==> src/rtl/pol_map.vh <==
// Register map, field positions, reset values and timing counts of the power-up option loader
`ifndef POL_MAP_VH
`define POL_MAP_VH

// ****************************************************************
// Register offsets (byte addresses, one aligned word each)
// ****************************************************************
`define POL_OFS_REG_IMAGE_CONTROL   12'h000
`define POL_OFS_REG_IMAGE_BASE      12'h004
`define POL_OFS_CFG_IMAGE_CONTROL   12'h008
`define POL_OFS_CFG_OFFSET          12'h00C
`define POL_OFS_MISC_CONTROL        12'h010
`define POL_OFS_TARGET_CONTROL      12'h014
`define POL_OFS_TARGET_BASE         12'h018
`define POL_OFS_TARGET_BOUND        12'h01C
`define POL_OFS_FIRST_BAR           12'h020
`define POL_OFS_SECOND_BAR          12'h024
`define POL_OFS_PCI_CMD_STATUS      12'h028
`define POL_OFS_VME_IRQ             12'h02C
`define POL_OFS_CSR_BIT_CLEAR       12'h030
`define POL_OFS_CSR_BIT_SET         12'h034
`define POL_OFS_SLV_CONTROL         12'h040
`define POL_OFS_SLV_BASE            12'h044
`define POL_OFS_SLV_BOUND           12'h048
`define POL_OFS_SLV_OFFSET          12'h04C

// ****************************************************************
// Field positions
// ****************************************************************
`define POL_BIT_EN                  31
`define POL_BIT_SPC_LO              16
`define POL_BIT_AUTOID_STD          0
`define POL_BIT_ISOLATION           1
`define POL_BIT_SYSCON              2
`define POL_BIT_AUTOID_DAISY        3
`define POL_BIT_WIDTH64             4
`define POL_BIT_SYSFAIL             5
`define POL_BIT_MASTER_EN           2
`define POL_BIT_SYSFAIL_CMD         0

// ****************************************************************
// Encodings and reset values
// ****************************************************************
`define POL_SPC_A16                 2'h0
`define POL_SPC_A24                 2'h1
`define POL_SPC_A32                 2'h2
`define POL_ZERO32                  32'h0000_0000
`define POL_CSR_REG_REGION          19'h7_F000

// ****************************************************************
// Timing
// ****************************************************************
`define POL_LOAD_CYCLES             3'h4

`endif

==> src/rtl/pol_loader.v <==
// Power-up option loader: strap capture, shadow store, reload after resets, APB register view
// Behaviour
// - capture all straps when power-on reset releases
// - bus width sampled from req64 each PCI reset
// - system controller loaded from bg3in each sysreset
// - other resets reload last power-on captured values
// - load fields cycles after all resets inactive
// - register image enable, space, base from address
// - register image base placed per selected space
// - config image space and offset from address
// - upper config region internal, rest forwarded
// - five-bit offset selects 128 Mbyte PCI page
// - autoid straps from data, software irq cleared
// - sysfail from data strap in reset unless standard autoid
// - isolation strap from data, restored each reset
// - default target image from address lines 13..2
// - address line 1 sets opposite BAR spaces
// - master enable strapped from address line 14
// - req64 high means 32-bit, low 64-bit
// - no slave transfers until images programmed
`include "pol_map.vh"

module pol_loader (
   input  wire        clock,
   input  wire        rst,
   input  wire        power_on_reset_n,
   input  wire        pci_reset_n,
   input  wire        sysrst_n,
   input  wire        req64_n,
   input  wire        bg3in_n,
   input  wire [31:1] vme_address_lines,
   input  wire [31:27] vme_data_lines,
   input  wire        csr_access_valid,
   input  wire [18:0] csr_access_addr,
   input  wire        psel,
   input  wire        penable,
   input  wire        pwrite,
   input  wire [11:0] paddr,
   input  wire [31:0] pwdata,
   output wire        pready,
   output wire        pslverr,
   output reg  [31:0] prdata,
   output reg         options_loaded,
   output reg         sysfail_out,
   output reg         bus_isolation_mode,
   output reg         master_path_enable,
   output reg         local_bus_width,
   output reg         syscon_enable,
   output reg         vme_to_pci_allow,
   output reg         csr_to_internal,
   output reg         csr_forward_valid,
   output reg         csr_forward_io,
   output reg  [31:0] csr_forward_addr
);

   // ****************************************************************
   // Input synchronisers
   // ****************************************************************
   localparam NIN = 41;

   wire [NIN-1:0] raw_in;              // All pins from outside the clock domain
   reg  [NIN-1:0] sync1_r;             // First stage, read by second stage only
   reg  [NIN-1:0] sync2_r;             // Second stage
   reg  [NIN-1:0] sync3_r;             // Third stage
   reg  [NIN-1:0] filt_r;              // Accepted level once stages agree

   assign raw_in = {power_on_reset_n, pci_reset_n, sysrst_n, req64_n, bg3in_n,
                    vme_data_lines, vme_address_lines};

   // Plain three-flop chain for every pin
   always @(posedge clock or posedge rst) begin
      if (rst) begin
         sync1_r <= {NIN{1'h0}};
         sync2_r <= {NIN{1'h0}};
         sync3_r <= {NIN{1'h0}};
      end else begin
         sync1_r <= raw_in;
         sync2_r <= sync1_r;
         sync3_r <= sync2_r;
      end
   end

   // A change counts only once the second and third stage agree
   genvar gi;
   generate
      for (gi = 0; gi < NIN; gi = gi + 1) begin : g_filt
         always @(posedge clock or posedge rst) begin
            if (rst) begin
               filt_r[gi] <= 1'h0;
            end else if (sync2_r[gi] == sync3_r[gi]) begin
               filt_r[gi] <= sync3_r[gi];
            end
         end
      end
   endgenerate

   wire [31:1] al_f     = filt_r[30:0];   // Filtered address straps
   wire [31:27] dl_f    = filt_r[35:31];  // Filtered data straps
   wire        bg3in_f  = filt_r[36];
   wire        req64_f  = filt_r[37];
   wire        sys_n_f  = filt_r[38];
   wire        pci_n_f  = filt_r[39];
   wire        por_n_f  = filt_r[40];
   wire        any_rst  = ~por_n_f | ~pci_n_f | ~sys_n_f;

   // ****************************************************************
   // Shadow store of power-on straps
   // ****************************************************************
   reg         por_n_d_r;               // Previous power-on level, for edge
   reg  [31:1] sh_al_r;                 // Captured address straps
   reg  [31:27] sh_dl_r;                // Captured data straps

   // Only the power-on edge writes the store; other resets leave it alone
   always @(posedge clock or posedge rst) begin
      if (rst) begin
         por_n_d_r <= 1'h0;
         sh_al_r   <= 31'h0000_0000;
         sh_dl_r   <= 5'h00;
      end else begin
         por_n_d_r <= por_n_f;
         if (por_n_f & ~por_n_d_r) begin
            sh_al_r <= al_f;
            sh_dl_r <= dl_f;
         end
      end
   end

   // ****************************************************************
   // Pin-sampled options
   // ****************************************************************
   // Width follows req64 throughout PCI reset; last level before release sticks
   always @(posedge clock or posedge rst) begin
      if (rst) begin
         local_bus_width <= 1'h0;
      end else if (~pci_n_f) begin
         local_bus_width <= ~req64_f;
      end
   end

   // System controller taken from bg3in while the VME reset is held
   always @(posedge clock or posedge rst) begin
      if (rst) begin
         syscon_enable <= 1'h1;
      end else if (~sys_n_f | ~por_n_f) begin
         syscon_enable <= ~bg3in_f;
      end
   end

   // ****************************************************************
   // Load sequencer
   // ****************************************************************
   reg  [2:0] load_cnt_r;               // Cycles since all resets released
   wire       load_pulse = ~any_rst & ~options_loaded & (load_cnt_r == `POL_LOAD_CYCLES - 3'h1);

   // Waiting a few cycles lets bus-side logic settle before fields change
   always @(posedge clock or posedge rst) begin
      if (rst) begin
         load_cnt_r     <= 3'h0;
         options_loaded <= 1'h0;
      end else if (any_rst) begin
         load_cnt_r     <= 3'h0;
         options_loaded <= 1'h0;
      end else if (load_pulse) begin
         options_loaded <= 1'h1;
      end else if (~options_loaded) begin
         load_cnt_r     <= load_cnt_r + 3'h1;
      end
   end

   // Base bits placed by the strapped address space
   function [31:0] place_base;
      input [1:0] spc;
      input [7:0] bits;
      begin
         case (spc)
            `POL_SPC_A16: place_base = {16'h0000, bits[7:4], 12'h000};
            `POL_SPC_A24: place_base = {8'h00, bits, 16'h0000};
            `POL_SPC_A32: place_base = {bits, 24'h00_0000};
            default:      place_base = `POL_ZERO32;
         endcase
      end
   endfunction

   // ****************************************************************
   // Option registers
   // ****************************************************************
   reg        ri_en_r;                  // Register image enable
   reg  [1:0] ri_spc_r;                 // Register image space
   reg [31:0] ri_base_r;                // Register image base
   reg        cs_ios_r;                 // Config image: 1 = I/O
   reg  [4:0] cs_off_r;                 // Config image page offset
   reg        std_autoid_enable;
   reg        daisy_chain_autoid_enable;
   reg        ti_en_r;                  // Target image enable
   reg        ti_ios_r;                 // Target image: 1 = I/O
   reg  [1:0] ti_spc_r;                 // Target image VME space
   reg  [3:0] ti_base_r;                // Target base, 256 MB units
   reg  [3:0] ti_bound_r;               // Target bound, 256 MB units
   reg        bar0_io_r;                // First BAR space bit
   reg        bar1_io_r;                // Second BAR space bit
   reg  [4:0] irq_r;                    // Software irq enable, status, map
   reg  [3:0] slv_prog_r;               // General slave registers written

   wire       wr_en  = psel & penable & pwrite;
   wire       sf_clr = wr_en & (paddr == `POL_OFS_CSR_BIT_CLEAR) & pwdata[`POL_BIT_SYSFAIL_CMD];
   wire       sf_set = wr_en & (paddr == `POL_OFS_CSR_BIT_SET) & pwdata[`POL_BIT_SYSFAIL_CMD];

   // Resets clear all but the isolation and BAR space bits, load applies shadow, otherwise software may rewrite
   always @(posedge clock or posedge rst) begin
      if (rst) begin
         ri_en_r <= 1'h0; ri_spc_r <= `POL_SPC_A16; ri_base_r <= `POL_ZERO32;
         cs_ios_r <= 1'h0; cs_off_r <= 5'h00;
         std_autoid_enable <= 1'h0; daisy_chain_autoid_enable <= 1'h0;
         bus_isolation_mode <= 1'h0; master_path_enable <= 1'h0;
         ti_en_r <= 1'h0; ti_ios_r <= 1'h0; ti_spc_r <= `POL_SPC_A16;
         ti_base_r <= 4'h0; ti_bound_r <= 4'h0;
         bar0_io_r <= 1'h1; bar1_io_r <= 1'h0;
         irq_r <= 5'h00; slv_prog_r <= 4'h0;
      end else if (any_rst) begin
         ri_en_r <= 1'h0; ri_spc_r <= `POL_SPC_A16; ri_base_r <= `POL_ZERO32;
         cs_ios_r <= 1'h0; cs_off_r <= 5'h00;
         std_autoid_enable <= 1'h0; daisy_chain_autoid_enable <= 1'h0;
         master_path_enable <= 1'h0;
         ti_en_r <= 1'h0; ti_ios_r <= 1'h0; ti_spc_r <= `POL_SPC_A16;
         ti_base_r <= 4'h0; ti_bound_r <= 4'h0;
         irq_r <= 5'h00; slv_prog_r <= 4'h0;
      end else if (load_pulse) begin
         ri_en_r   <= sh_al_r[31];
         ri_spc_r  <= sh_al_r[30:29];
         ri_base_r <= place_base(sh_al_r[30:29], sh_al_r[28:21]);
         cs_ios_r  <= sh_al_r[20];
         cs_off_r  <= sh_al_r[19:15];
         daisy_chain_autoid_enable <= sh_dl_r[30];
         std_autoid_enable         <= sh_dl_r[29];
         irq_r                     <= 5'h00;
         bus_isolation_mode        <= sh_dl_r[28];
         master_path_enable        <= sh_al_r[14];
         ti_en_r    <= sh_al_r[13];
         ti_ios_r   <= sh_al_r[12];
         ti_spc_r   <= sh_al_r[11:10];
         ti_base_r  <= sh_al_r[9:6];
         ti_bound_r <= sh_al_r[5:2];
         bar0_io_r  <= ~sh_al_r[1];
         bar1_io_r  <= sh_al_r[1];
      end else if (wr_en) begin
         case (paddr)
            `POL_OFS_REG_IMAGE_CONTROL: begin
               ri_en_r  <= pwdata[`POL_BIT_EN];
               ri_spc_r <= pwdata[`POL_BIT_SPC_LO+1:`POL_BIT_SPC_LO];
            end
            `POL_OFS_REG_IMAGE_BASE:    ri_base_r <= pwdata;
            `POL_OFS_CFG_IMAGE_CONTROL: cs_ios_r  <= pwdata[0];
            `POL_OFS_CFG_OFFSET:        cs_off_r  <= pwdata[4:0];
            `POL_OFS_MISC_CONTROL: begin
               std_autoid_enable         <= pwdata[`POL_BIT_AUTOID_STD];
               bus_isolation_mode        <= pwdata[`POL_BIT_ISOLATION];
               daisy_chain_autoid_enable <= pwdata[`POL_BIT_AUTOID_DAISY];
            end
            `POL_OFS_TARGET_CONTROL: begin
               ti_en_r  <= pwdata[`POL_BIT_EN];
               ti_ios_r <= pwdata[0];
               ti_spc_r <= pwdata[`POL_BIT_SPC_LO+1:`POL_BIT_SPC_LO];
            end
            `POL_OFS_TARGET_BASE:    ti_base_r  <= pwdata[31:28];
            `POL_OFS_TARGET_BOUND:   ti_bound_r <= pwdata[31:28];
            `POL_OFS_FIRST_BAR:      bar0_io_r  <= pwdata[0];
            `POL_OFS_SECOND_BAR:     bar1_io_r  <= pwdata[0];
            `POL_OFS_PCI_CMD_STATUS: master_path_enable <= pwdata[`POL_BIT_MASTER_EN];
            `POL_OFS_VME_IRQ:        irq_r <= pwdata[4:0];
            `POL_OFS_SLV_CONTROL:    slv_prog_r[0] <= 1'h1;
            `POL_OFS_SLV_BASE:       slv_prog_r[1] <= 1'h1;
            `POL_OFS_SLV_BOUND:      slv_prog_r[2] <= 1'h1;
            `POL_OFS_SLV_OFFSET:     slv_prog_r[3] <= 1'h1;
            default: ;
         endcase
      end
   end

   // Slave path opens only after all four image registers were written
   always @(posedge clock or posedge rst) begin
      if (rst) begin
         vme_to_pci_allow <= 1'h0;
      end else begin
         vme_to_pci_allow <= (&slv_prog_r) & ~any_rst;
      end
   end

   // ****************************************************************
   // SYSFAIL driver
   // ****************************************************************
   // Asserted while in reset from the strap; standard autoid needs SYSFAIL
   // itself, so its strap takes precedence. A set write beats a clear.
   always @(posedge clock or posedge rst) begin
      if (rst) begin
         sysfail_out <= 1'h0;
      end else if (any_rst) begin
         if (~por_n_f) begin
            sysfail_out <= dl_f[27] & ~dl_f[29];
         end else begin
            sysfail_out <= sh_dl_r[27] & ~sh_dl_r[29];
         end
      end else if (sf_set) begin
         sysfail_out <= 1'h1;
      end else if (sf_clr) begin
         sysfail_out <= 1'h0;
      end
   end

   // ****************************************************************
   // Config space decode
   // ****************************************************************
   wire csr_upper = (csr_access_addr >= `POL_CSR_REG_REGION);

   // Upper region goes to internal registers, rest to the selected page
   always @(posedge clock or posedge rst) begin
      if (rst) begin
         csr_to_internal   <= 1'h0;
         csr_forward_valid <= 1'h0;
         csr_forward_io    <= 1'h0;
         csr_forward_addr  <= `POL_ZERO32;
      end else begin
         csr_to_internal   <= csr_access_valid & csr_upper;
         csr_forward_valid <= csr_access_valid & ~csr_upper;
         csr_forward_io    <= cs_ios_r;
         csr_forward_addr  <= {cs_off_r, 8'h00, csr_access_addr};
      end
   end

   // ****************************************************************
   // APB read path
   // ****************************************************************
   reg [31:0] rd_mux;                   // Word at the current address
   reg        rd_hit;                   // Address is mapped

   // Read mux; bit clear/set words read back SYSFAIL, slave base/bound/offset words read as zero
   always @* begin
      rd_mux = `POL_ZERO32;
      rd_hit = 1'h1;
      case (paddr)
         `POL_OFS_REG_IMAGE_CONTROL: rd_mux = {ri_en_r, 13'h0000, ri_spc_r, 16'h0000};
         `POL_OFS_REG_IMAGE_BASE:    rd_mux = ri_base_r;
         `POL_OFS_CFG_IMAGE_CONTROL: rd_mux = {31'h0000_0000, cs_ios_r};
         `POL_OFS_CFG_OFFSET:        rd_mux = {27'h000_0000, cs_off_r};
         `POL_OFS_MISC_CONTROL:      rd_mux = {26'h000_0000, sysfail_out, local_bus_width,
                                               daisy_chain_autoid_enable, syscon_enable,
                                               bus_isolation_mode, std_autoid_enable};
         `POL_OFS_TARGET_CONTROL:    rd_mux = {ti_en_r, 13'h0000, ti_spc_r, 15'h0000, ti_ios_r};
         `POL_OFS_TARGET_BASE:       rd_mux = {ti_base_r, 28'h000_0000};
         `POL_OFS_TARGET_BOUND:      rd_mux = {ti_bound_r, 28'h000_0000};
         `POL_OFS_FIRST_BAR:         rd_mux = {31'h0000_0000, bar0_io_r};
         `POL_OFS_SECOND_BAR:        rd_mux = {31'h0000_0000, bar1_io_r};
         `POL_OFS_PCI_CMD_STATUS:    rd_mux = {29'h0000_0000, master_path_enable, 2'h0};
         `POL_OFS_VME_IRQ:           rd_mux = {27'h000_0000, irq_r};
         `POL_OFS_CSR_BIT_CLEAR:     rd_mux = {31'h0000_0000, sysfail_out};
         `POL_OFS_CSR_BIT_SET:       rd_mux = {31'h0000_0000, sysfail_out};
         `POL_OFS_SLV_CONTROL:       rd_mux = {28'h000_0000, slv_prog_r};
         `POL_OFS_SLV_BASE:          rd_mux = `POL_ZERO32;
         `POL_OFS_SLV_BOUND:         rd_mux = `POL_ZERO32;
         `POL_OFS_SLV_OFFSET:        rd_mux = `POL_ZERO32;
         default:                    rd_hit = 1'h0;
      endcase
   end

   // Read data is captured in the setup cycle so it stands in the access
   always @(posedge clock or posedge rst) begin
      if (rst) begin
         prdata <= `POL_ZERO32;
      end else if (psel & ~penable & ~pwrite) begin
         prdata <= rd_mux;
      end
   end

   // Zero wait states; unmapped addresses answer with an error
   assign pready  = 1'h1;
   assign pslverr = psel & penable & ~rd_hit;

endmodule // pol_loader

==> config.mk <==
export PLATFORM = sky130hd
export DESIGN_NAME = pol_loader
export DESIGN_NICKNAME = d
export VERILOG_FILES = /design/src/rtl/pol_loader.v
export VERILOG_INCLUDE_DIRS = /design/src /design/src/rtl
export SDC_FILE = /design/constraint.sdc
export NUM_CORES = 1
export LEC_CHECK = 0
export BUFFER_PORTS_ARGS = -buffer_cell sky130_fd_sc_hd__buf_2
export CORE_AREA = 2 2 223 225
export DETAILED_ROUTE_END_ITERATION = 7
export DIE_AREA = 0 0 225 227
export GPL_ROUTABILITY_DRIVEN = 1
export PLACE_DENSITY = 0.47
export SLEW_MARGIN = 20
export SYNTH_ARGS = -nofsm -noshare
export SYNTH_HDL_FRONTEND = slang
export SYNTH_SLANG_ARGS = --single-unit
==> constraint.sdc <==
create_clock -name clock -period 9.5 [get_ports clock]
set_clock_uncertainty 0.05 [all_clocks]
set_input_delay 0.95 -clock clock [delete_from_list [all_inputs] [get_ports clock]]
set_output_delay 0.95 -clock clock [all_outputs]
set_load 0.03 [all_outputs]
==> metrics.md <==
| Metric | Value |
|---|---|
| Pwr Density | `223.3 nW/µm²` |
| Synth cell types | `66` |
| Synth Warn # | `0` |
| Dpl cells | `about 1600` |
| Syn avg cell area | `approximately 14 µm²` |
| GR Layer Usage met2 | `18.52%` |
| First drt pass iteration count | `5` |
| Max IR drop VDD | `approximately 0.00011 V` |
| Remaining DRCs | `0` |
| #FFs+latches synth | `approximately 330` |
| Status | `finished clean` |
| TritonCTS buffer count | `40` |
| Crit path launch type | `input pin` |
| Setup Fix Bufs, Post-CTS | `0` |
| Max-cap violations | `0` |
| Die Y | `around 230 µm` |
| CP required | `between 8 and 9 ns` |
| Final hold viol count | `0` |
| Post-route ant nets | `0` |
| CTS Hold Bufs | `0` |
| Slew HR | `29.24%` |
| Sink Count | `~330` |
| Share of layout cells above drive strength 1 | `between 20 and 30%` |
| CP Data Arrival Time | `2.49 ns` |
| Drt total wl | `about 31000 µm` |
| Tmin final | `3.490 ns` |
| M3 GR Usage | `3.072%` |
| First-pass GRT wire length | `between 40000 and 50000 µm` |
| Worst slew pin tran | `~1.1 ns` |
| IO Pins | `about 190` |
| Initial Util | `between 20% and 30%` |
| Setup TNS | `0 ns` |
| Post-DR vias/cell | `4.443` |
| # setup viols final | `0` |
| Skew-Pair Late Insertion Delay | `about 0.56 ns` |
| Cell Count, Final, Fillers Out | `between 1500 and 2000` |
| CTS max path bufs | `3` |
| Pins Over Slew Limit | `0` |
| Register area | `about 8300 µm²` |
| Gr busiest metal | `met2` |
| Inserted Diodes | `0` |
| Hold Crit Class | `in2async` |
| Async SR Flop Fraction | `100.0%` |
| Reg clk slew, reported paths | `~0.05 ns` |
| IO Port Bufs | `between 150 and 200` |
| EDFF count, synth | `0` |
| GRT met1 Usage | `approximately 16%` |
| Initial antenna violation count | `3` |
| P&R area growth vs syn | `24.00%` |
| Critical path type | `in2out` |
| Core area | `~49000 µm²` |
| RePlAce Congestion | `around 0.8` |
| Share of Yosys cell area claimed by the top area cell type | `between 60% and 70%` |
| Min Hold Slack | `around 0.29 ns` |
| CTS tree | `done` |
| Total gr overflow | `0` |
| Register area share after synthesis | `68.48%` |
| Unrepaired setup endpoints after global routing | `false` |
| FP Rows | `a little over 80` |
| Number of global-route vias before repair | `7682` |
| Vias | `about 7500` |
| Cts repair resizes | `0` |
| Area of the multi-input gates | `about 3600 µm²` |
| Most frequent cells in the layout | `dfrtp_1, buf_2, a21oi_1, nand2_1, clkbuf_16` |
| GRT Total Usage | `between 10% and 20%` |
| Filler Cell Count | `just under 5000` |
| Cell accounting for the most synthesized area | `dfrtp_1` |
| Fmax achieved | `approximately 0.29 GHz` |
| Mapped Cells | `between 800 and 900` |
| Commonest non-fill, non-tap cell in the layout | `dfrtp_1` |
| P_leak | `approximately 6.7 nW` |
| Mapped Area | `approximately 12000 µm²` |
| Final net count | `roughly 1200` |
| Main synth FF type | `dfrtp_1` |
| Die X | `approximately 230 µm` |
| Hpwl dp | `around 21000 µm` |
| Worst path slowest cell | `nor4_2` |
| Critical Path End Type | `output port` |
| CTS root buf | `clkbuf_16` |
| Synth top area cells | `dfrtp_1, mux2_2, maj3_1, a22o_1, mux2_1` |
| Period utilization | `roughly 37%` |
| Largest net degree at the start of global routing | `185` |
| H-Tree Depth | `2` |
| Die area | `51080 µm²` |
| Critical Path Most Common Cell | `buf_2` |
| Tot Pwr | `between 0.003 and 0.004 W` |
| CP max stage delay | `approximately 0.61 ns` |
| Worst-path cell chain | `buf_2 -> nor4_2 -> nand2_1 -> o311a_1 -> buf_2` |
| Avg WL per Cell | `about 18 µm` |
| Max FO, Critical Path | `5` |
| DRT iter0 DRCs | `about 450` |
-- path summary, 6_finish.rpt --
kind | from | depth (start not counted) | end | slack, ns
min in group clock | sync1_r[37]$_DFF_PP0_ | 0 | sync2_r[37]$_DFF_PP0_ | 0.30
worst min-delay path | rst | 2 | csr_forward_addr[8]$_DFF_PP0_ | 0.29
worst max-delay path | paddr[1] | 5 | pslverr | 6.01
max in group asynchronous | rst | 5 | prdata[9]$_DFFE_PP0P_ | 6.91
worst min register to register | sync1_r[37]$_DFF_PP0_ | 0 | sync2_r[37]$_DFF_PP0_ | 0.30
worst max register to register | load_cnt_r[0]$_DFFE_PP0P_ | 7 | ri_en_r$_DFFE_PP0P_ | 6.66
-- final cells by class --
type	count	share of cell area, %
clock buffer	54	7.639
multi-input combinational	479	23.71
inverter	6	0.1751
sequential	331	55.22
tap	622	5.187
timing repair buffer	188	6.705
clock inverter	19	1.359
-- kinds of logic after synthesis --
kind of cell	after synthesis	synth area share [%]
flops	331	68.48
simple gates	162	7.652
fa+ha+maj	42	3.516
xor+xnor	1	0.07240
mux	92	8.469
other cells	2	0.06207
buf+inv	62	2.430
compound gates	173	9.318
-- report_power, final --
part | leakage (nW) | internal (W) | switching [W]
combinational | 1.92 | 0.0000943 | 0.000124
clock | 0.660 | 0.000935 | 0.000611
sequential | 4.10 | 0.00151 | 0.0000738
-- through the flow --
| step | util (%) | worst slack (ns) | cell area [µm²] |
|---|---|---|---|
| floorplan | - | 4.081 | 12130 |
| global placement | 28.07 | 5.833 | 13630 |
| detailed placement | 28.07 | 5.851 | 13630 |
| CTS | 30.85 | 5.967 | 14980 |
| global route | 30.91 | 5.884 | 15000 |
| finish | 30.91 | 6.010 | 15000 |
-- critical path: cells and delay by family --
family | cells | cell delay, ns
and+or+nand+nor | 2 | 0.86
AOI/OAI and AO/OA | 1 | 0.38
buffers and inverters | 2 | 0.29
-- cell usage after synthesis (all sizes together), types with 3 or more instances --
library cell / n
dfrtp: 329
mux2: 68
a21oi: 50
o21ai: 48
nand2: 45
maj3: 40
a22o: 35
clkbuf: 30
buf: 26
nand3: 26
nor2: 25
mux2i: 24
a22oi: 9
nand4: 8
nor3: 8
nor4: 7
inv: 6
a31oi: 5
and3: 5
and2: 4
nor2b: 4
nor4b: 4
or3: 4
a2111oi: 3
a32oi: 3
nand2b: 3
o31ai: 3
or4: 3
or4b: 3
-- routing by layer --
| layer | part of all wire [%] | vias up |
|---|---|---|
| met4 | 3.2 | 2 |
| met3 | 5.4 | 52 |
| met1 | 45 | 3797 |
| met2 | 46 | 206 |
| met5 | 0.052 | - |
| li1 | - | 3492 |
-- state kept, by name, summed over array words and instances (netlist names), 5 cells and up --
signal	flops
sync3_r	40
prdata	32
sync1_r	40
ri_base_r	32
csr_forward_addr	24
al_f	31
irq_r	5
sh_al_r	31
cs_off_r	5
sync2_r	40
Power figures use the tool's default switching activity.
